`config.mk`:
```
export PLATFORM = sky130hd
export DESIGN_NAME = slsw_core
export DESIGN_NICKNAME = d
export VERILOG_FILES = /design/src/slsw_pkg.sv /design/src/slsw_sync.sv /design/src/slsw_core.sv
export SDC_FILE = /design/constraint.sdc
export NUM_CORES = 1
export LEC_CHECK = 0
export BUFFER_PORTS_ARGS = -buffer_cell sky130_fd_sc_hd__buf_2
export CAP_MARGIN = 20
export CORE_ASPECT_RATIO = 0.8
export CORE_UTILIZATION = 30
export DETAILED_ROUTE_END_ITERATION = 10
export PLACE_DENSITY = 0.55
export SLEW_MARGIN = 0
export SYNTH_ARGS = -nofsm -noshare
export SYNTH_HDL_FRONTEND = slang
export SYNTH_SLANG_ARGS = --single-unit
```
`constraint.sdc`:
```
create_clock -name aclk -period 1.9 [get_ports aclk]
set_input_delay 0.38 -clock aclk [delete_from_list [all_inputs] [get_ports aclk]]
set_output_delay 0.38 -clock aclk [all_outputs]
set_load 0.05 [all_outputs]
```
`src/slsw_pkg.sv`:
```
// Notes on behaviour
// while any stop mode is active the interface gets no clock, so none of its state advances; the edge flag and irq still update in shallow stop.
// entering either deep stop mode wipes every register, and software must set everything up again.
// in shallow stop no register changes, so configuration and status are kept intact; the code still lets the edge flag set in shallow stop.
// in shallow stop, and only there, the receive-edge detector keeps running, and an edge wakes the CPU if its interrupt enable is 1.
// after shallow stop the interface carries on from the state it held, because nothing was reset.
// software should not enter stop while a character is still being shifted in or out.
// with loop enable set, receiver source 0 selects internal loop mode and 1 selects single-wire mode.
// in internal loop mode the transmitter output feeds the receiver, and the receive pin is handed back to the port.
// in single-wire mode the receiver listens to the transmitter output and the transmit pin, and the receive pin is released.
// in single-wire mode with direction 0, the transmit pin is an input and the transmitter is cut off from it.
// in single-wire mode with direction 1, the transmitter drives the transmit pin as an output.
// in single-wire mode the receiver also receives every character that the transmitter sends; the code does so only with direction 1.
// the direction bit is bit 5 of the third control register and acts only when loop enable and receiver source are both set.
// the edge interrupt enable is bit 6 of the baud-rate high register, and while it is set an interrupt is requested whenever the edge flag is 1.
// stop inputs tell deep stop apart from shallow stop; deep stop resets every register, shallow stop only freezes them; the code lets the edge flag set.
package slsw_pkg;
   localparam logic [7:0] SLSW_BAUD_HIGH_OFF = 8'h00;
   localparam logic [7:0] SLSW_CTRL_THREE_OFF = 8'h04;
   localparam logic [7:0] SLSW_IRQ_STATUS_OFF = 8'h08;
   localparam logic [7:0] SLSW_IRQ_ENABLE_OFF = 8'h0c;
   localparam logic [7:0] SLSW_IRQ_CLEAR_OFF = 8'h10;
   localparam logic [7:0] SLSW_MODE_OFF = 8'h14;
   localparam logic [7:0] SLSW_LINE_OFF = 8'h18;
   localparam int SLSW_EDGE_IE_BIT = 6;
   localparam int SLSW_TX_DIR_BIT = 5;
   localparam int SLSW_LOOP_BIT = 0;
   localparam int SLSW_RECEIVER_SOURCE_SELECT_BIT = 1;
   localparam logic [7:0] SLSW_BAUD_HIGH_RST = 8'h00;
   localparam logic [7:0] SLSW_CTRL_THREE_RST = 8'h00;
   localparam logic [1:0] SLSW_MODE_RST = 2'h0;
   localparam logic [1:0] SLSW_RESP_OKAY = 2'h0;
   localparam logic [1:0] SLSW_RESP_SLVERR = 2'h2;

   typedef enum logic [2:0] {
      SLSW_RUN = 3'b001,
      SLSW_SHALLOW = 3'b010,
      SLSW_DEEP = 3'b100
   } slsw_power_e;

   typedef struct packed {
      logic loop_enable;
      logic receiver_source_select;
      logic transmit_pin_direction;
   } slsw_route_s;

   typedef struct packed {
      logic tx_pin_out;
      logic tx_pin_oe;
      logic rx_to_receiver;
      logic rx_pin_released;
   } slsw_pins_s;
endpackage

```
`src/slsw_sync.sv`:
```
`timescale 1ns/1ps
`default_nettype none
module slsw_sync (
   input wire logic aclk,
   input wire logic aresetn,
   input wire logic aclken,
   input wire logic d,
   output logic q
);
   logic meta_ff;
   // ignores stop so the edge detector still sees the pin; aclken freezes it
   always_ff @(posedge aclk) begin
      if (!aresetn) begin
         meta_ff <= 1'b1;
         q <= 1'b1;
      end else if (aclken) begin
         meta_ff <= d;
         q <= meta_ff;
      end
   end
endmodule // slsw_sync
`default_nettype wire

```
`src/slsw_core.sv`:
```
// Decided for this implementation: register access over AXI4-Lite and the placing of the registers.
`timescale 1ns/1ps
`default_nettype none
module slsw_core (
   input wire logic aclk,
   input wire logic aresetn,
   input wire logic aclken,
   input wire logic shallow_stop,
   input wire logic deep_stop_one,
   input wire logic deep_stop_two,
   input wire logic tx_serial,
   input wire logic tx_pin_in,
   input wire logic rx_pin_in,
   output logic tx_pin_out,
   output logic tx_pin_oe,
   output logic rx_serial,
   output logic rx_pin_released,
   output logic wake_req,
   output logic irq,
   input wire logic [7:0] s_axi_awaddr,
   input wire logic s_axi_awvalid,
   output logic s_axi_awready,
   input wire logic [31:0] s_axi_wdata,
   input wire logic [3:0] s_axi_wstrb,
   input wire logic s_axi_wvalid,
   output logic s_axi_wready,
   output logic [1:0] s_axi_bresp,
   output logic s_axi_bvalid,
   input wire logic s_axi_bready,
   input wire logic [7:0] s_axi_araddr,
   input wire logic s_axi_arvalid,
   output logic s_axi_arready,
   output logic [31:0] s_axi_rdata,
   output logic [1:0] s_axi_rresp,
   output logic s_axi_rvalid,
   input wire logic s_axi_rready
);
   logic tx_pin_s, rx_pin_s;
   logic deep_stop, any_stop, run;
   logic [7:0] baud_high_ff;
   logic [7:0] ctrl_three_ff;
   logic edge_flag_ff;
   logic edge_en_ff;
   logic rx_prev_ff;
   logic aw_got_ff, w_got_ff;
   logic [7:0] aw_addr_ff;
   logic [31:0] w_data_ff;
   logic [3:0] w_strb_ff;
   logic do_write;
   logic clr_edge;
   logic rx_source;
   logic edge_seen;
   slsw_pkg::slsw_power_e power_ff;
   slsw_pkg::slsw_power_e nxt_power;
   slsw_pkg::slsw_route_s route;
   slsw_pkg::slsw_pins_s nxt_pins;
   logic [31:0] nxt_rdata;
   logic [1:0] nxt_rresp;

   slsw_sync u_sync_tx (
      .aclk(aclk),
      .aresetn(aresetn),
      .aclken(aclken),
      .d(tx_pin_in),
      .q(tx_pin_s)
   );

   slsw_sync u_sync_rx (
      .aclk(aclk),
      .aresetn(aresetn),
      .aclken(aclken),
      .d(rx_pin_in),
      .q(rx_pin_s)
   );

   assign deep_stop = deep_stop_one | deep_stop_two;
   assign any_stop = deep_stop | shallow_stop;
   // bus clock halts in every stop mode; aclken gates all state as well
   assign run = aclken & ~any_stop;

   always_comb begin
      nxt_power = slsw_pkg::SLSW_RUN;
      if (deep_stop) begin
         nxt_power = slsw_pkg::SLSW_DEEP;
      end else if (shallow_stop) begin
         nxt_power = slsw_pkg::SLSW_SHALLOW;
      end
   end

   always_ff @(posedge aclk) begin
      if (!aresetn) begin
         power_ff <= slsw_pkg::SLSW_RUN;
      end else if (aclken) begin
         power_ff <= nxt_power;
      end
   end

   assign route.loop_enable = ctrl_three_ff[slsw_pkg::SLSW_LOOP_BIT];
   assign route.receiver_source_select = ctrl_three_ff[slsw_pkg::SLSW_RECEIVER_SOURCE_SELECT_BIT];
   // direction bit matters only in single-wire mode
   assign route.transmit_pin_direction = ctrl_three_ff[slsw_pkg::SLSW_TX_DIR_BIT];

   always_comb begin
      nxt_pins.tx_pin_out = tx_serial;
      nxt_pins.tx_pin_oe = 1'b1;
      nxt_pins.rx_to_receiver = rx_pin_s;
      nxt_pins.rx_pin_released = 1'b0;
      if (route.loop_enable && !route.receiver_source_select) begin
         nxt_pins.rx_to_receiver = tx_serial;
         nxt_pins.rx_pin_released = 1'b1;
      end else if (route.loop_enable && route.receiver_source_select) begin
         nxt_pins.rx_pin_released = 1'b1;
         if (route.transmit_pin_direction) begin
            nxt_pins.tx_pin_oe = 1'b1;
            nxt_pins.rx_to_receiver = tx_serial;
         end else begin
            nxt_pins.tx_pin_oe = 1'b0;
            nxt_pins.rx_to_receiver = tx_pin_s;
         end
      end
   end

   // pin drive freezes with the rest in stop; deep stop returns it to reset
   always_ff @(posedge aclk) begin
      if (!aresetn || (aclken && deep_stop)) begin
         tx_pin_out <= 1'b1;
         tx_pin_oe <= 1'b0;
         rx_serial <= 1'b1;
         rx_pin_released <= 1'b0;
      end else if (run) begin
         tx_pin_out <= nxt_pins.tx_pin_out;
         tx_pin_oe <= nxt_pins.tx_pin_oe;
         rx_serial <= nxt_pins.rx_to_receiver;
         rx_pin_released <= nxt_pins.rx_pin_released;
      end
   end

   // edge detector samples the receive source even in shallow stop
   assign rx_source = nxt_pins.rx_to_receiver;
   assign edge_seen = rx_prev_ff & ~rx_source;

   always_ff @(posedge aclk) begin
      if (!aresetn || (aclken && deep_stop)) begin
         rx_prev_ff <= 1'b1;
      end else if (aclken) begin
         rx_prev_ff <= rx_source;
      end
   end

   // deep stop wipes all registers
   always_ff @(posedge aclk) begin
      if (!aresetn || (aclken && deep_stop)) begin
         baud_high_ff <= slsw_pkg::SLSW_BAUD_HIGH_RST;
         ctrl_three_ff <= slsw_pkg::SLSW_CTRL_THREE_RST;
         edge_en_ff <= 1'b0;
      end else if (run && do_write) begin
         if (aw_addr_ff == slsw_pkg::SLSW_BAUD_HIGH_OFF && w_strb_ff[0]) begin
            baud_high_ff <= w_data_ff[7:0];
         end
         if (aw_addr_ff == slsw_pkg::SLSW_CTRL_THREE_OFF && w_strb_ff[0]) begin
            ctrl_three_ff <= w_data_ff[7:0];
         end
         if (aw_addr_ff == slsw_pkg::SLSW_IRQ_ENABLE_OFF && w_strb_ff[0]) begin
            edge_en_ff <= w_data_ff[0];
         end
      end
   end

   assign clr_edge = do_write && w_strb_ff[0] && w_data_ff[0]
      && aw_addr_ff == slsw_pkg::SLSW_IRQ_CLEAR_OFF;

   // edge flag, irq and wake_req still change in shallow stop; set beats clear
   always_ff @(posedge aclk) begin
      if (!aresetn || (aclken && deep_stop)) begin
         edge_flag_ff <= 1'b0;
      end else if (aclken && edge_seen && !deep_stop) begin
         edge_flag_ff <= 1'b1;
      end else if (run && clr_edge) begin
         edge_flag_ff <= 1'b0;
      end
   end

   // irq gated by either enable copy; wake only from shallow stop
   always_ff @(posedge aclk) begin
      if (!aresetn || (aclken && deep_stop)) begin
         irq <= 1'b0;
         wake_req <= 1'b0;
      end else if (aclken) begin
         irq <= edge_flag_ff & (baud_high_ff[slsw_pkg::SLSW_EDGE_IE_BIT] | edge_en_ff);
         wake_req <= edge_flag_ff & baud_high_ff[slsw_pkg::SLSW_EDGE_IE_BIT]
            & (power_ff == slsw_pkg::SLSW_SHALLOW);
      end
   end

   // software is expected to idle the line before stop
   assign do_write = aw_got_ff && w_got_ff && !s_axi_bvalid;

   always_ff @(posedge aclk) begin
      if (!aresetn) begin
         aw_got_ff <= 1'b0;
         w_got_ff <= 1'b0;
         aw_addr_ff <= 8'h00;
         w_data_ff <= 32'h0000_0000;
         w_strb_ff <= 4'h0;
         s_axi_bvalid <= 1'b0;
         s_axi_bresp <= slsw_pkg::SLSW_RESP_OKAY;
         s_axi_awready <= 1'b0;
         s_axi_wready <= 1'b0;
      end else if (run) begin
         s_axi_awready <= !aw_got_ff && !s_axi_awready;
         s_axi_wready <= !w_got_ff && !s_axi_wready;
         if (s_axi_awvalid && s_axi_awready) begin
            aw_got_ff <= 1'b1;
            aw_addr_ff <= s_axi_awaddr;
         end
         if (s_axi_wvalid && s_axi_wready) begin
            w_got_ff <= 1'b1;
            w_data_ff <= s_axi_wdata;
            w_strb_ff <= s_axi_wstrb;
         end
         if (do_write) begin
            s_axi_bvalid <= 1'b1;
            s_axi_bresp <= (aw_addr_ff <= slsw_pkg::SLSW_LINE_OFF && aw_addr_ff[1:0] == 2'h0
               && aw_addr_ff != slsw_pkg::SLSW_IRQ_STATUS_OFF)
               ? slsw_pkg::SLSW_RESP_OKAY : slsw_pkg::SLSW_RESP_SLVERR;
         end else if (s_axi_bvalid && s_axi_bready) begin
            s_axi_bvalid <= 1'b0;
            aw_got_ff <= 1'b0;
            w_got_ff <= 1'b0;
         end
      end
   end

   always_comb begin
      nxt_rdata = 32'h0000_0000;
      nxt_rresp = slsw_pkg::SLSW_RESP_OKAY;
      case (s_axi_araddr)
         slsw_pkg::SLSW_BAUD_HIGH_OFF: nxt_rdata[7:0] = baud_high_ff;
         slsw_pkg::SLSW_CTRL_THREE_OFF: nxt_rdata[7:0] = ctrl_three_ff;
         slsw_pkg::SLSW_IRQ_STATUS_OFF: nxt_rdata[0] = edge_flag_ff;
         slsw_pkg::SLSW_IRQ_ENABLE_OFF: nxt_rdata[0] = edge_en_ff;
         slsw_pkg::SLSW_IRQ_CLEAR_OFF: nxt_rdata = 32'h0000_0000;
         slsw_pkg::SLSW_MODE_OFF: nxt_rdata[2:0] = power_ff;
         slsw_pkg::SLSW_LINE_OFF: nxt_rdata[3:0] = {tx_pin_oe, rx_pin_released,
            rx_serial, tx_pin_out};
         default: nxt_rresp = slsw_pkg::SLSW_RESP_SLVERR;
      endcase
   end

   always_ff @(posedge aclk) begin
      if (!aresetn) begin
         s_axi_arready <= 1'b0;
         s_axi_rvalid <= 1'b0;
         s_axi_rdata <= 32'h0000_0000;
         s_axi_rresp <= slsw_pkg::SLSW_RESP_OKAY;
      end else if (run) begin
         s_axi_arready <= !s_axi_rvalid && !s_axi_arready && s_axi_arvalid;
         if (s_axi_arvalid && s_axi_arready) begin
            s_axi_rvalid <= 1'b1;
            s_axi_rdata <= nxt_rdata;
            s_axi_rresp <= nxt_rresp;
         end else if (s_axi_rvalid && s_axi_rready) begin
            s_axi_rvalid <= 1'b0;
         end
      end
   end
endmodule // slsw_core
`default_nettype wire

```
**Word-level counts from Yosys, hierarchy flattened**

Index checks and enable logic that the tools add are counted.

- Bits in registers: 68
- Bits of input ports: 66
- Output and inout port bits: 47
- Logic and storage cells: 128

- $lt $le $gt $ge: 1
- Equal/unequal tests: 11
- Multiplexer cells: 24
- Bitwise logic cells: 10
- Reduce and logical (&&, ||, !) cells: 53

Operators by type and width:

| kind | number |
|---|---|
| $eq A8 B5 Y1 const B | 4 |
| $logic_and A1 B1 Y1 | 26 |
| $eq A8 B4 Y1 const B | 3 |
| $reduce_and A2 Y1 | 9 |
| $eq A8 B3 Y1 const B | 2 |
| $logic_not A8 Y1 | 2 |
| $mux W1 | 13 |
| $logic_not A1 Y1 | 10 |
| $mux W2 | 5 |
| $le A8 B5 Y1 const B | 1 |
| $ne A8 B4 Y1 const B | 1 |
| $pmux W2 S4 | 1 |
| $pmux W4 S2 | 1 |
| $reduce_or A7 Y1 | 1 |
| $mux W3 | 2 |
| $pmux W1 S6 | 1 |
| $reduce_bool A2 Y1 | 3 |
| $and A1 B1 Y1 | 5 |
| $eq A3 B2 Y1 const B | 1 |
| $or A1 B1 Y1 | 3 |
| $pmux W1 S3 | 1 |
| $logic_not A2 Y1 | 1 |
| $not A1 Y1 | 2 |
| $logic_or A1 B1 Y1 | 1 |

**Logic depth before layout (Yosys ltp)**

Gate-level depths: netlist of run 1.

- Depth after elaboration: 8
- Depth in mapped cells: 6
- Depth with buffers taken out: 4

**By module**

Synthesis of run 1 repeated with hierarchy kept, for this count alone.

- Cells, all modules: 347
- Area total of the unflattened synthesis: 3025.4 µm²

By module, submodules not included:

| module | instances | cells an instance | area each (µm²) | sequential area each (µm²) |
|---|---|---|---|---|
| slsw_core | 1 | 335 | 2890.3 | 1241.2 |
| slsw_sync | 2 | 6 | 67.6 | 40.0 |

**Worst setup path after synthesis of run 1**

Ideal clock, no wire load.

- Path type: reg-to-reg
- Start: reg s_axi_arready
- End: reg s_axi_rdata[1]
- Setup time: 0.117 ns
- Arrival time: 1.540 ns
- Data required time: 1.783 ns
- Slack: 0.243 ns
- Stages on the path, launching flop included: 5
- Buffers on the path: 0
- Clock period less this slack: 1.657 ns
- Path through: dfxtp_1 nand4b_1 nor3_2 nor2b_1 a22o_1

- Longest elaborated chain between the ends: 2

RTL lines:

| element | line | RTL |
|---|---|---|
| from (decl) | slsw_core.sv:32 | `output logic s_axi_arready,` |
| from (signal assigned) | slsw_core.sv:257 | `s_axi_arready <= !s_axi_rvalid && !s_axi_arready && s_axi_arvalid;` |
| $logic_and A1 B1 Y1 | slsw_core.sv:258 | `if (s_axi_arvalid && s_axi_arready) begin` |
| $reduce_and A2 Y1 (no line) | -- |  |
| to (signal assigned) | slsw_core.sv:260 | `s_axi_rdata <= nxt_rdata;` |
| to (decl) | slsw_core.sv:33 | `output logic [31:0] s_axi_rdata,` |

No other way between the ends.
A chain may end at the register's enable or synchronous reset.

**Final worst setup path of run 1**

- Start: reg aw_got_ff
- End: reg baud_high_ff[7]

- Longest elaborated chain between the ends: 4

RTL lines:

| element | line | RTL |
|---|---|---|
| from (decl) | slsw_core.sv:45 | `logic aw_got_ff, w_got_ff;` |
| from (signal assigned) | slsw_core.sv:200 | `aw_got_ff <= 1'b0;` |
| from (signal assigned) | slsw_core.sv:213 | `aw_got_ff <= 1'b1;` |
| from (signal assigned) | slsw_core.sv:228 | `aw_got_ff <= 1'b0;` |
| $logic_and A1 B1 Y1 (2 in series) | slsw_core.sv:196 | `assign do_write = aw_got_ff && w_got_ff && !s_axi_bvalid;` |
| $logic_and A1 B1 Y1 | slsw_core.sv:156 | `end else if (run && do_write) begin` |
| $reduce_and A2 Y1 (no line) | -- |  |
| to (signal assigned) | slsw_core.sv:153 | `baud_high_ff <= slsw_pkg::SLSW_BAUD_HIGH_RST;` |
| to (signal assigned) | slsw_core.sv:158 | `baud_high_ff <= w_data_ff[7:0];` |
| to (decl) | slsw_core.sv:40 | `logic [7:0] baud_high_ff;` |

No other way between the ends.

==> insert_results.sql, run 1 <==
INSERT INTO impl_metrics (metric_group, metric, value, unit) VALUES
('synth', 'ys_ff_latch', '66', ''),
('drt', 'ant_nets', '0', ''),
('sta', 'report.final.setup_viol', '0', ''),
('clock_network', 'cts_made_buffers', '9', ''),
('clock_network', 'path_clk_slew', '0.06', 'ns'),
('sta', 'timing.final.max_slew_violations', '0', ''),
('worst_hold_path', 'worstHoldPathType', 'in2reg', ''),
('place', 'estimated_wirelength_of_the_detail_placed_design', '5.46', 'mm'),
('layout', 'antennaDiodeCount', '0', ''),
('worst_setup_path', 'worst_ep_arrival_time', '1.84', 'ns'),
('die', 'die_area', '0.0107', 'sq mm'),
('layout', 'synthToLayoutAreaGrowth', '24.4', '%'),
('worst_setup_path', 'ff2ff_setup_slack', '0.28', 'ns'),
('global_routing', 'vias_in_the_first_global_route', '2382', ''),
('worst_setup_path', 'critPathKind', 'reg2reg', ''),
('power_and_ir_drop', 'pwr_density_cell', '907', 'mW/mm^2'),
('clock_network', 'cts_hold_repair.buffers', '0', ''),
('sta', 'max-slew-margin-rel', '66.4', '%'),
('synth', 'mean_syn_cell_area', '9.15', 'sq um'),
('synth', 'netlist_instances', '336', ''),
('sta', 'timing.final.crit_period', '1.62', 'ns'),
('clock_network', 'cts_tree', 'yes', ''),
('sta', 'rsz0062_at_grt', 'false', ''),
('place', 'placed_cell_area', '0.00350', 'sq mm'),
('layout', 'post_layout_inst_area', '0.00382', 'sq mm'),
('place', 'numPortBuffers', '59', ''),
('die', 'io-pin-count', '113', ''),
('layout', 'multiInputGateArea', '0.00158', 'sq mm'),
('drt', 'vias_per_cell', '4.63', ''),
('synth', 'synth_enable_flop_cells', '0', ''),
('drt', 'detail_route.wirelength', '7.27', 'mm'),
('synth', 'synth_largest_type_area_fraction', '43.0', '%'),
('synth', 'netlist_area_before_placement', '0.00307', 'sq mm'),
('clock_network', 'gates_resized_cts_repair', '0', ''),
('synth', 'netlist_top_cells_area', 'dfxtp_1, mux2i_1, buf_4', ''),
('drt', 'wl_per_cell', '13.3', 'um'),
('sta', 'final_min_period_over_clock_period', '85.3', '%'),
('global_routing', 'globalRouteTotalUtil', '14.7', '%'),
('sta', 'max_freq', '617', 'MHz'),
('die', 'die-width', '115', 'um'),
('clock_network', 'clk_latency', '0.33', 'ns'),
('clock_network', 'clock_path_buffers', '2', ''),
('drt', 'drc_errors', '0', ''),
('die', 'die-height', '92.5', 'um'),
('die', 'initial_utilization', '31.3', '%'),
('clock_network', 'root_buffer', 'clkbuf_16', ''),
('layout', 'sequential_cell_area', '0.00132', 'sq mm'),
('sta', 'setup_tns', '0', 'ns'),
('clock_network', 'cts_sinks', '66', ''),
('synth', 'yosysSeqAreaShare', '43.0', '%'),
('die', 'core-area', '0.00981', 'sq mm'),
('synth', 'ys_types', '48', ''),
('layout', 'final_net_count', '470', ''),
('clock_network', 'cts.repair_timing.setup_buffer_count', '0', ''),
('clock_network', 'htreeDepth', '3', ''),
('synth', 'synth_largest_area_cell', 'dfxtp_1', ''),
('layout', 'final_layout_size_suffix_gt1_share', '23.2', '%'),
('outcome', 'status', 'complete, no violations', ''),
('power_and_ir_drop', 'leakage', '0.00162', 'uW'),
('drt', 'detail_route.iter0.violations', '92', ''),
('worst_setup_path', 'critical_path.endpoint_type', 'flip-flop', ''),
('sta', 'total_count_of_hold_check_failures_in_the_final_report', '0', ''),
('global_routing', 'grt_antenna_before_repair', '0', ''),
('synth', 'synth_async_sr_flop_share', '0', '%'),
('die', 'placementRows', '32', ''),
('synth', 'syn_warnings', '0', ''),
('global_routing', 'grt_remaining_overflow', '0', ''),
('synth', 'post_synth_most_frequent_cells', 'dfxtp_1, nand2_1, buf_4', ''),
('run', 'drv_cap', '0', ''),
('sta', 'tightestPinTransition', '0.498', 'ns'),
('power_and_ir_drop', 'peakVddDrop', '0.386', 'mV'),
('worst_setup_path', 'worstPathMaxFanout', '8', ''),
('sta', 'skew', '0.00628', 'ns'),
('layout', 'final_util', '39.0', '%'),
('global_routing', 'global_route_wire_length_before_repair', '12.0', 'mm'),
('worst_setup_path', 'setup.worst_path.start_class', 'flip-flop', ''),
('layout', 'filler_cell_count', '997', ''),
('place', 'routabilityCongestion', '0.730', ''),
('drt', 'routed-via-count', '2524', ''),
('synth', 'synth_most_common_cell', 'dfxtp_1', ''),
('drt', 'first_pass_iters', '4', ''),
('synth', 'synth_ff_type', 'dfxtp_1', ''),
('worst_setup_path', 'worst_ep_required_time', '2.12', 'ns'),
('global_routing', 'grt_max_degree', '19', '');
-- power by group --
part           switching, uW  internal, uW  total [uW]
Clock                    624          1140        1770
Combinational            213          78.6         292
Sequential              10.5          1400        1410
Total                    848          2620        3470
-- sequential cells by signal, indices dropped and copies added (netlist names), 3 cells and up --
| register | count |
|---|---|
| ctrl_three_ff | 8 |
| aw_addr_ff | 8 |
| w_data_ff | 8 |
| s_axi_rdata | 8 |
| power_ff | 3 |
| baud_high_ff | 8 |
-- logic make-up after synthesis --
logic type	after synthesis	share of synthesized area, %
flip-flops	66	43.0
AND/OR/NAND/NOR	141	25.2
XOR/XNOR	1	0.285
other	1	0.122
buffers and inverters	41	8.67
multiplexers	29	9.49
AO/OA/AOI/OAI	57	13.2
-- cell type report --
cell class / instances / share of cell area (%)
clock buffer: 9 / 5.89
clock inverter: 7 / 2.45
inverter: 1 / 0.0982
multi-input combinational: 254 / 41.3
sequential: 66 / 34.6
tap: 136 / 4.45
timing repair buffer: 72 / 11.3
-- critical path: stages, from the launching register on --
cell	delay [ns]
dfxtp_1	0.40
nor4bb_1	0.51
nand4_4	0.30
mux2i_1	0.24
nor2_1	0.05
-- layer usage --
| layer | part of all wire, % | wire length [um] | global-route usage, % |
|---|---|---|---|
| met1 | 50 | 3650 | 20.0 |
| met3 | 5.2 | 375 | 4.45 |
| met2 | 44 | 3160 | 21.9 |
| met4 | 1.2 | 85 | 4.87 |
| met5 | 0 | 0 | 0 |
-- final timing paths --
kind / start / end / cells past startpoint
hold / removal: rx_pin_in / u_sync_rx.meta_ff / 3
setup reg to reg: aw_got_ff / baud_high_ff[7] / 4
setup / recovery: aw_got_ff / baud_high_ff[7] / 4
hold reg to reg: s_axi_rdata[4] / s_axi_rdata[4] / 1
-- through the flow --
| stage | instances | setup slack, ns | power [uW] | hold WS [ns] |
|---|---|---|---|---|
| floorplan | 361 | 0.243 | 1680 | 0.441 |
| global placement | 529 | 0.109 | 1730 | 0.440 |
| detailed placement | 529 | 0.0542 | 1730 | 0.448 |
| CTS | 545 | 0.248 | 3510 | 0.260 |
| global route | 545 | 0.0818 | 3590 | 0.276 |
| finish | 545 | 0.279 | 3470 | 0.268 |
-- cell usage in the layout, fill, tap and decap left out, types with 6 or more instances in the layout --
cell	count
a21boi_0	19
a21oi_1	9
buf_2	59
buf_4	10
clkbuf_16	9
conb_1	26
dfxtp_1	66
mux2i_1	28
nand2_1	57
nand3_1	8
nand4_1	6
nor2_1	24
nor2b_1	10
o21ai_0	6
Note: power is estimated with default switching activity, not from simulation.
==> run 2: changes to the inputs <==
- REMOVE_ABC_BUFFERS: default -> 1
==> run 2 against run 1 <==
Net effect: worst hold slack got worse by 0.0050 ns; clock skew is 0.0011 ns lower; clock power decreased by 7%; critical endpoint is now ctrl_three_ff[4]; sequential share of layout area is 0.38 points higher; via count fell by 3.4%; largest power group unchanged.
==> insert_results.sql, run 2 (synthesis results as in run 1) <==
INSERT INTO impl_metrics (metric_group, metric, value, unit) VALUES
('outcome', 'status', 'complete, no violations', ''),
('power_and_ir_drop', 'leakage', '0.00160', 'uW'),
('drt', 'ant_nets', '0', ''),
('global_routing', 'grt_remaining_overflow', '0', ''),
('sta', 'rsz0062_at_grt', 'false', ''),
('drt', 'vias_per_cell', '4.48', ''),
('worst_setup_path', 'ff2ff_setup_slack', '0.24', 'ns'),
('clock_network', 'clk_latency', '0.33', 'ns'),
('die', 'placementRows', '32', ''),
('die', 'core-area', '0.00981', 'sq mm'),
('layout', 'final_net_count', '469', ''),
('worst_setup_path', 'worstRegToRegCells', '4', ''),
('layout', 'final_cells', '544', ''),
('worst_setup_path', 'critical_path.endpoint_type', 'flip-flop', ''),
('sta', 'max-slew-margin-rel', '56.2', '%'),
('drt', 'first_pass_iters', '4', ''),
('worst_setup_path', 'setup.worst_path.start_class', 'flip-flop', ''),
('clock_network', 'cts.repair_timing.setup_buffer_count', '0', ''),
('clock_network', 'path_clk_slew', '0.06', 'ns'),
('drt', 'routed-via-count', '2438', ''),
('clock_network', 'root_buffer', 'clkbuf_16', ''),
('layout', 'antennaDiodeCount', '0', ''),
('clock_network', 'htreeDepth', '3', ''),
('global_routing', 'vias_in_the_first_global_route', '2276', ''),
('place', 'estimated_wirelength_of_the_detail_placed_design', '5.28', 'mm'),
('sta', 'timing.final.max_slew_violations', '0', ''),
('global_routing', 'grt_antenna_before_repair', '0', ''),
('clock_network', 'cts_made_buffers', '9', ''),
('drt', 'wl_per_cell', '13.2', 'um'),
('sta', 'timing.final.crit_period', '1.66', 'ns'),
('worst_setup_path', 'crit_chain', 'nor4bb_1 > nand4_4 > mux2i_1 > nor2_1', ''),
('place', 'placed_cell_count', '528', ''),
('sta', 'total_count_of_hold_check_failures_in_the_final_report', '0', ''),
('layout', 'final_layout_size_suffix_gt1_share', '22.5', '%'),
('clock_network', 'cts_tree', 'yes', ''),
('worst_setup_path', 'timing.critical_path.slowest_stage_cell', 'nor4bb_1', ''),
('drt', 'drc_errors', '0', ''),
('place', 'numPortBuffers', '59', ''),
('global_routing', 'globalRouteTotalUtil', '14.5', '%'),
('sta', 'setup_tns', '0', 'ns'),
('layout', 'synthToLayoutAreaGrowth', '23.1', '%'),
('worst_setup_path', 'worstPathMaxFanout', '8', ''),
('die', 'die-height', '92.5', 'um'),
('worst_hold_path', 'timing.hold.worst.start', 'rx_pin_in', ''),
('sta', 'tightestPinTransition', '0.648', 'ns'),
('worst_hold_path', 'min_path_cells', '3', ''),
('layout', 'mostFrequentLayoutCells', 'dfxtp_1, buf_2, nand2_1', ''),
('worst_setup_path', 'worst_ep_arrival_time', '1.87', 'ns'),
('layout', 'layout.cells.most_common', 'dfxtp_1', ''),
('global_routing', 'grt_max_degree', '25', ''),
('power_and_ir_drop', 'pwr_density_cell', '883', 'mW/mm^2'),
('die', 'die_area', '0.0107', 'sq mm'),
('drt', 'detail_route.iter0.violations', '110', ''),
('power_and_ir_drop', 'peakVddDrop', '0.408', 'mV'),
('worst_setup_path', 'worst_ep_required_time', '2.12', 'ns'),
('place', 'routabilityCongestion', '0.748', ''),
('sta', 'max_freq', '604', 'MHz'),
('run', 'drv_cap', '0', ''),
('die', 'initial_utilization', '31.3', '%'),
('global_routing', 'global_route_wire_length_before_repair', '11.7', 'mm'),
('clock_network', 'clock_path_buffers', '2', ''),
('die', 'die-width', '115', 'um'),
('sta', 'final_min_period_over_clock_period', '87.1', '%'),
('die', 'io-pin-count', '113', ''),
('sta', 'skew', '0.00518', 'ns'),
('worst_setup_path', 'slowest_delay', '0.60', 'ns'),
('clock_network', 'cts_hold_repair.buffers', '0', ''),
('worst_hold_path', 'worstHoldPathType', 'in2reg', ''),
('worst_setup_path', 'worst_r2r_endpoint', 'ctrl_three_ff[4]', ''),
('sta', 'report.final.setup_viol', '0', ''),
('worst_setup_path', 'critPathKind', 'reg2reg', ''),
('drt', 'detail_route.wirelength', '7.17', 'mm'),
('worst_setup_path', 'timing.rr.start', 'w_strb_ff[0]', ''),
('clock_network', 'cts_sinks', '66', ''),
('worst_hold_path', 'sink_of_the_worst_hold_path', 'u_sync_rx.meta_ff', ''),
('clock_network', 'gates_resized_cts_repair', '0', '');
[run 2: critical path, delay by kind of cell (launching register included)]
kind	cells	cell delay (ns)
simple gates	3	0.95
flops	1	0.35
mux	1	0.23
[run 2: worst max path at each step]
stage                        startpoint          endpoint  slack, ns  cells past startpoint
after floorplan           deep_stop_two    s_axi_bresp[1]       0.08                      3
after global placement    deep_stop_two   baud_high_ff[7]       0.03                      7
after detailed placement  deep_stop_two   baud_high_ff[6]       0.01                      7
after CTS                  w_strb_ff[0]  ctrl_three_ff[7]       0.24                      4
after global routing       w_strb_ff[0]  ctrl_three_ff[7]       0.08                      4
final                      w_strb_ff[0]  ctrl_three_ff[4]       0.24                      4
[run 2: cell type report]
class	instances	area, sq um
multi-input combinational	254	1580
clock inverter	4	51.3
timing repair buffer	71	410
inverter	1	3.75
fill	1017	6030
tap	136	170
sequential	66	1320
clock buffer	12	246
[run 2: power by group]
group	internal, uW	switching (uW)
combinational	74.6	212
sequential	1400	9.81
clock	1050	595
[run 2: per-stage QoR]
stage	util [%]	hold WS (ns)	instance area, sq um	worst slack [ns]	power [uW]
2_1_floorplan	-	0.440	2900	0.0772	1620
3_3_place_gp	35.5	0.448	3480	0.0273	1720
3_5_place_dp	35.5	0.444	3480	0.0149	1720
4_1_cts	38.6	0.253	3780	0.237	3390
5_1_grt	38.6	0.259	3780	0.0804	3470
6_report	38.6	0.263	3780	0.245	3340
[run 2: metal layers]
| metal | wire (um) | up-vias | global-route usage [%] |
|---|---|---|---|
| li1 | - | 1263 | - |
| met1 | 3830 | 1089 | 20.3 |
| met2 | 2850 | 82 | 19.7 |
| met3 | 440 | 4 | 5.63 |
| met4 | 48 | 0 | 5.30 |
| met5 | 0 | - | 0 |
==> run 3: changes to the inputs <==
--- a/config.mk
+++ b/config.mk
@@ -17,2 +17,4 @@
 export SYNTH_HDL_FRONTEND = slang
+export SYNTH_HIERARCHICAL = 1
 export SYNTH_SLANG_ARGS = --single-unit
+export TNS_END_PERCENT = 10
--- a/constraint.sdc
+++ b/constraint.sdc
@@ -3,2 +3,2 @@
 set_output_delay 0.38 -clock aclk [all_outputs]
-set_load 0.05 [all_outputs]
+set_load 0.1 [all_outputs]
==> run 3 against run 2 <==
Net effect: register-to-register slack improved by 0.05 ns; setup slack gained 0.046 ns; area after synthesis shrank 1.5%; design area fell by 0.40%; clock skew up 0.0015 ns; worst hold slack improved by 0.010 ns; combinational power up 45%; clock power about the same; critical path depth is 1 higher; sequential power barely moved; wire length down 3.6%; largest cell class unchanged.
==> insert_results.sql, run 3 <==
INSERT INTO impl_metrics (metric_group, metric, value, unit) VALUES
('outcome', 'status', 'complete, no violations', ''),
('layout', 'post_layout_inst_area', '0.00377', 'sq mm'),
('place', 'routabilityCongestion', '0.775', ''),
('drt', 'detail_route.iter0.violations', '129', ''),
('synth', 'yosysSeqAreaShare', '43.7', '%'),
('clock_network', 'htreeDepth', '3', ''),
('global_routing', 'most_used_layer_global_route', 'met2', ''),
('sta', 'total_count_of_hold_check_failures_in_the_final_report', '0', ''),
('place', 'numPortBuffers', '59', ''),
('sta', 'timing.final.max_slew_violations', '0', ''),
('synth', 'synth_async_sr_flop_share', '0', '%'),
('power_and_ir_drop', 'pwr_density_cell', '923', 'mW/mm^2'),
('die', 'placementRows', '32', ''),
('sta', 'hold_ws', '0.273', 'ns'),
('drt', 'vias_per_cell', '4.49', ''),
('power_and_ir_drop', 'power.internal', '2560', 'uW'),
('drt', 'routed-via-count', '2493', ''),
('drt', 'wl_per_cell', '12.5', 'um'),
('die', 'core-area', '0.00973', 'sq mm'),
('power_and_ir_drop', 'leakage', '0.00153', 'uW'),
('worst_setup_path', 'worst-path-buf-inv', '1', ''),
('power_and_ir_drop', 'power.net_switching', '918', 'uW'),
('synth', 'synth_compound_area_share', '12.9', '%'),
('layout', 'final_layout_size_suffix_gt1_share', '21.5', '%'),
('sta', 'rsz0062_at_grt', 'false', ''),
('clock_network', 'cts.repair_timing.setup_buffer_count', '0', ''),
('synth', 'synth_largest_area_cell', 'dfxtp_1', ''),
('sta', 'max_freq', '621', 'MHz'),
('worst_hold_path', 'min_path_cells', '3', ''),
('worst_setup_path', 'timing.critical_path.slowest_stage_cell', 'or3_1', ''),
('sta', 'final_min_period_over_clock_period', '84.7', '%'),
('power_and_ir_drop', 'p_sw_share', '26.4', '%'),
('power_and_ir_drop', 'power.sequential.fraction', '40.5', '%'),
('drt', 'drc_errors', '0', ''),
('worst_setup_path', 'critical_path.startpoint', 'aw_addr_ff[0]', ''),
('worst_setup_path', 'worst_ep_arrival_time', '1.82', 'ns'),
('clock_network', 'root_buffer', 'clkbuf_16', ''),
('worst_setup_path', 'worst_ep_required_time', '2.11', 'ns'),
('worst_setup_path', 'timing.rr.start', 'aw_addr_ff[0]', ''),
('synth', 'post_synth_xor_area_fraction', '0.579', '%'),
('drt', 'ant_nets', '0', ''),
('clock_network', 'cts_made_buffers', '9', ''),
('worst_hold_path', 'worstHoldPathType', 'in2reg', ''),
('worst_setup_path', 'worstPathMaxFanout', '8', ''),
('clock_network', 'clk_latency', '0.33', 'ns'),
('worst_hold_path', 'timing.hold.worst.start', 'tx_pin_in', ''),
('worst_setup_path', 'critPathKind', 'reg2reg', ''),
('synth', 'netlist_instances', '347', ''),
('worst_setup_path', 'worstRegToRegCells', '5', ''),
('place', 'place_worst_setup_slack', '-0.0225', 'ns'),
('power_and_ir_drop', 'clockPowerShare', '47.6', '%'),
('global_routing', 'grtUsageMet1', '19.3', '%'),
('sta', 'setup_tns', '0', 'ns'),
('worst_hold_path', 'sink_of_the_worst_hold_path', 'u_sync_tx/meta_ff', ''),
('synth', 'ys_types', '41', ''),
('die', 'io-pin-count', '113', ''),
('global_routing', 'grt_max_degree', '26', ''),
('global_routing', 'grt_remaining_overflow', '0', ''),
('global_routing', 'globalRouteTotalUtil', '14.4', '%'),
('clock_network', 'cts_sinks', '66', ''),
('synth', 'synth_most_common_cell', 'nand2_1', ''),
('clock_network', 'cts_tree', 'yes', ''),
('global_routing', 'vias_in_the_first_global_route', '2350', ''),
('sta', 'report.final.setup_viol', '0', ''),
('layout', 'layout.cells.most_common', 'nand2_1', ''),
('layout', 'antennaDiodeCount', '0', ''),
('die', 'die_area', '0.0105', 'sq mm'),
('run', 'drv_cap', '0', ''),
('global_routing', 'grt_util_met2', '20.5', '%'),
('worst_setup_path', 'path_delay_family', 'simple AND/OR/NAND/NOR gates', ''),
('synth', 'synth_ff_type', 'dfxtp_1', ''),
('global_routing', 'grt_antenna_before_repair', '0', ''),
('die', 'die-height', '91.8', 'um'),
('drt', 'detail_route.wirelength', '6.91', 'mm'),
('sta', 'timing.final.crit_period', '1.61', 'ns'),
('layout', 'mostFrequentLayoutCells', 'nand2_1, dfxtp_1, buf_2', ''),
('die', 'initial_utilization', '31.1', '%'),
('synth', 'syn_warnings', '6', ''),
('clock_network', 'cts_hold_repair.buffers', '0', ''),
('worst_setup_path', 'slowest_delay', '0.36', 'ns'),
('place', 'estimated_wirelength_of_the_detail_placed_design', '5.32', 'mm'),
('global_routing', 'grtUsageMet3', '5.49', '%'),
('synth', 'synthesized_area_fraction_occupied_by_adder_cells', '0', '%'),
('worst_setup_path', 'critical_path.endpoint_type', 'flip-flop', ''),
('worst_setup_path', 'worst_r2r_endpoint', 'ctrl_three_ff[3]', ''),
('drt', 'first_pass_iters', '4', ''),
('clock_network', 'clock_path_buffers', '2', ''),
('sta', 'setup_slack', '0.290', 'ns'),
('synth', 'post_synth_mux_area_share', '9.35', '%'),
('synth', 'post_synth_and_or_nand_nor_area_fraction', '24.8', '%'),
('power_and_ir_drop', 'totalPowerFinal', '3480', 'uW'),
('worst_setup_path', 'cell_depth_of_the_worst_setup_path', '5', ''),
('synth', 'synth_enable_flop_cells', '0', ''),
('power_and_ir_drop', 'peakVddDrop', '0.468', 'mV'),
('die', 'die-width', '114', 'um'),
('synth', 'synth_top_family_by_area', 'simple AND/OR/NAND/NOR gates', ''),
('synth', 'post_synth_most_frequent_cells', 'nand2_1, dfxtp_1, buf_4', ''),
('synth', 'mean_syn_cell_area', '8.72', 'sq um'),
('clock_network', 'gates_resized_cts_repair', '0', ''),
('global_routing', 'global_route_wire_length_before_repair', '11.5', 'mm'),
('synth', 'netlist_area_before_placement', '0.00303', 'sq mm'),
('layout', 'synthToLayoutAreaGrowth', '24.5', '%'),
('sta', 'skew', '0.00664', 'ns'),
('layout', 'final_net_count', '480', ''),
('clock_network', 'path_clk_slew', '0.05', 'ns'),
('place', 'placed_cell_area', '0.00347', 'sq mm'),
('worst_setup_path', 'setup.worst_path.start_class', 'flip-flop', ''),
('power_and_ir_drop', 'power.share.combinational', '11.9', '%'),
('synth', 'synth_largest_type_area_fraction', '43.7', '%'),
('worst_setup_path', 'ff2ff_setup_slack', '0.29', 'ns'),
('synth', 'netlist_top_cells_area', 'dfxtp_1, nand2_1, mux2i_1', ''),
('synth', 'ys_ff_latch', '66', ''),
('worst_setup_path', 'crit_chain', 'nor3_1 > nand4_4 > or3_1 > buf_4 > mux2i_1', '');
==> run 3: worst max path at each step <==
stage | endpoint | slack [ns]
2_1_floorplan | ctrl_three_ff[0] | -0.13
3_3_place_gp | aw_addr_ff[6] | 0.01
3_5_place_dp | aw_addr_ff[1] | -0.02
4_1_cts | ctrl_three_ff[3] | 0.28
5_1_grt | aw_addr_ff[6] | 0.17
6_report | ctrl_three_ff[3] | 0.29
==> run 3: kinds of logic after synthesis <==
group,after synthesis
AOI/OAI and AO/OA,60
xor gates and xnor gates,2
buffers and inverters,42
DFF,66
muxes,27
other,1
and+or+nand+nor,149
==> run 3: routing by layer <==
metal	routed length [um]	up-vias	share of wire, %
met2	2960	72	43
met1	3440	1133	50
met5	0	-	0
met3	423	8	6.1
li1	-	1280	-
met4	82	0	1.2
==> run 3: worst register-to-register path: stages, from the launching register on <==
cell	delay, ns
dfxtp_1	0.31
nor3_1	0.35
nand4_4	0.14
or3_1	0.36
buf_4	0.20
mux2i_1	0.14
==> run 3: layout make-up <==
class / instances / area (sq um)
fillers: 1005 / 5960
multi-input cells: 264 / 1540
flip-flops and latches: 66 / 1320
repair buffers: 73 / 438
clock buffers: 14 / 264
well taps: 136 / 170
clock inverters: 2 / 35.0
==> run 3: power by group through the flow <==
stage	Clock [uW]	Combinational, uW	Sequential, uW
2_1_floorplan	0	282	1460
3_3_place_gp	0	412	1440
3_5_place_dp	0	414	1440
4_1_cts	1710	415	1410
5_1_grt	1770	437	1410
6_report	1660	414	1410
==> run 3: metrics by stage <==
stage                     cells  util [%]
after global routing        555      38.7
after CTS                   555      38.7
after floorplan             330         -
after detailed placement    539      35.6
after global placement      539      35.6
final                       555      38.7
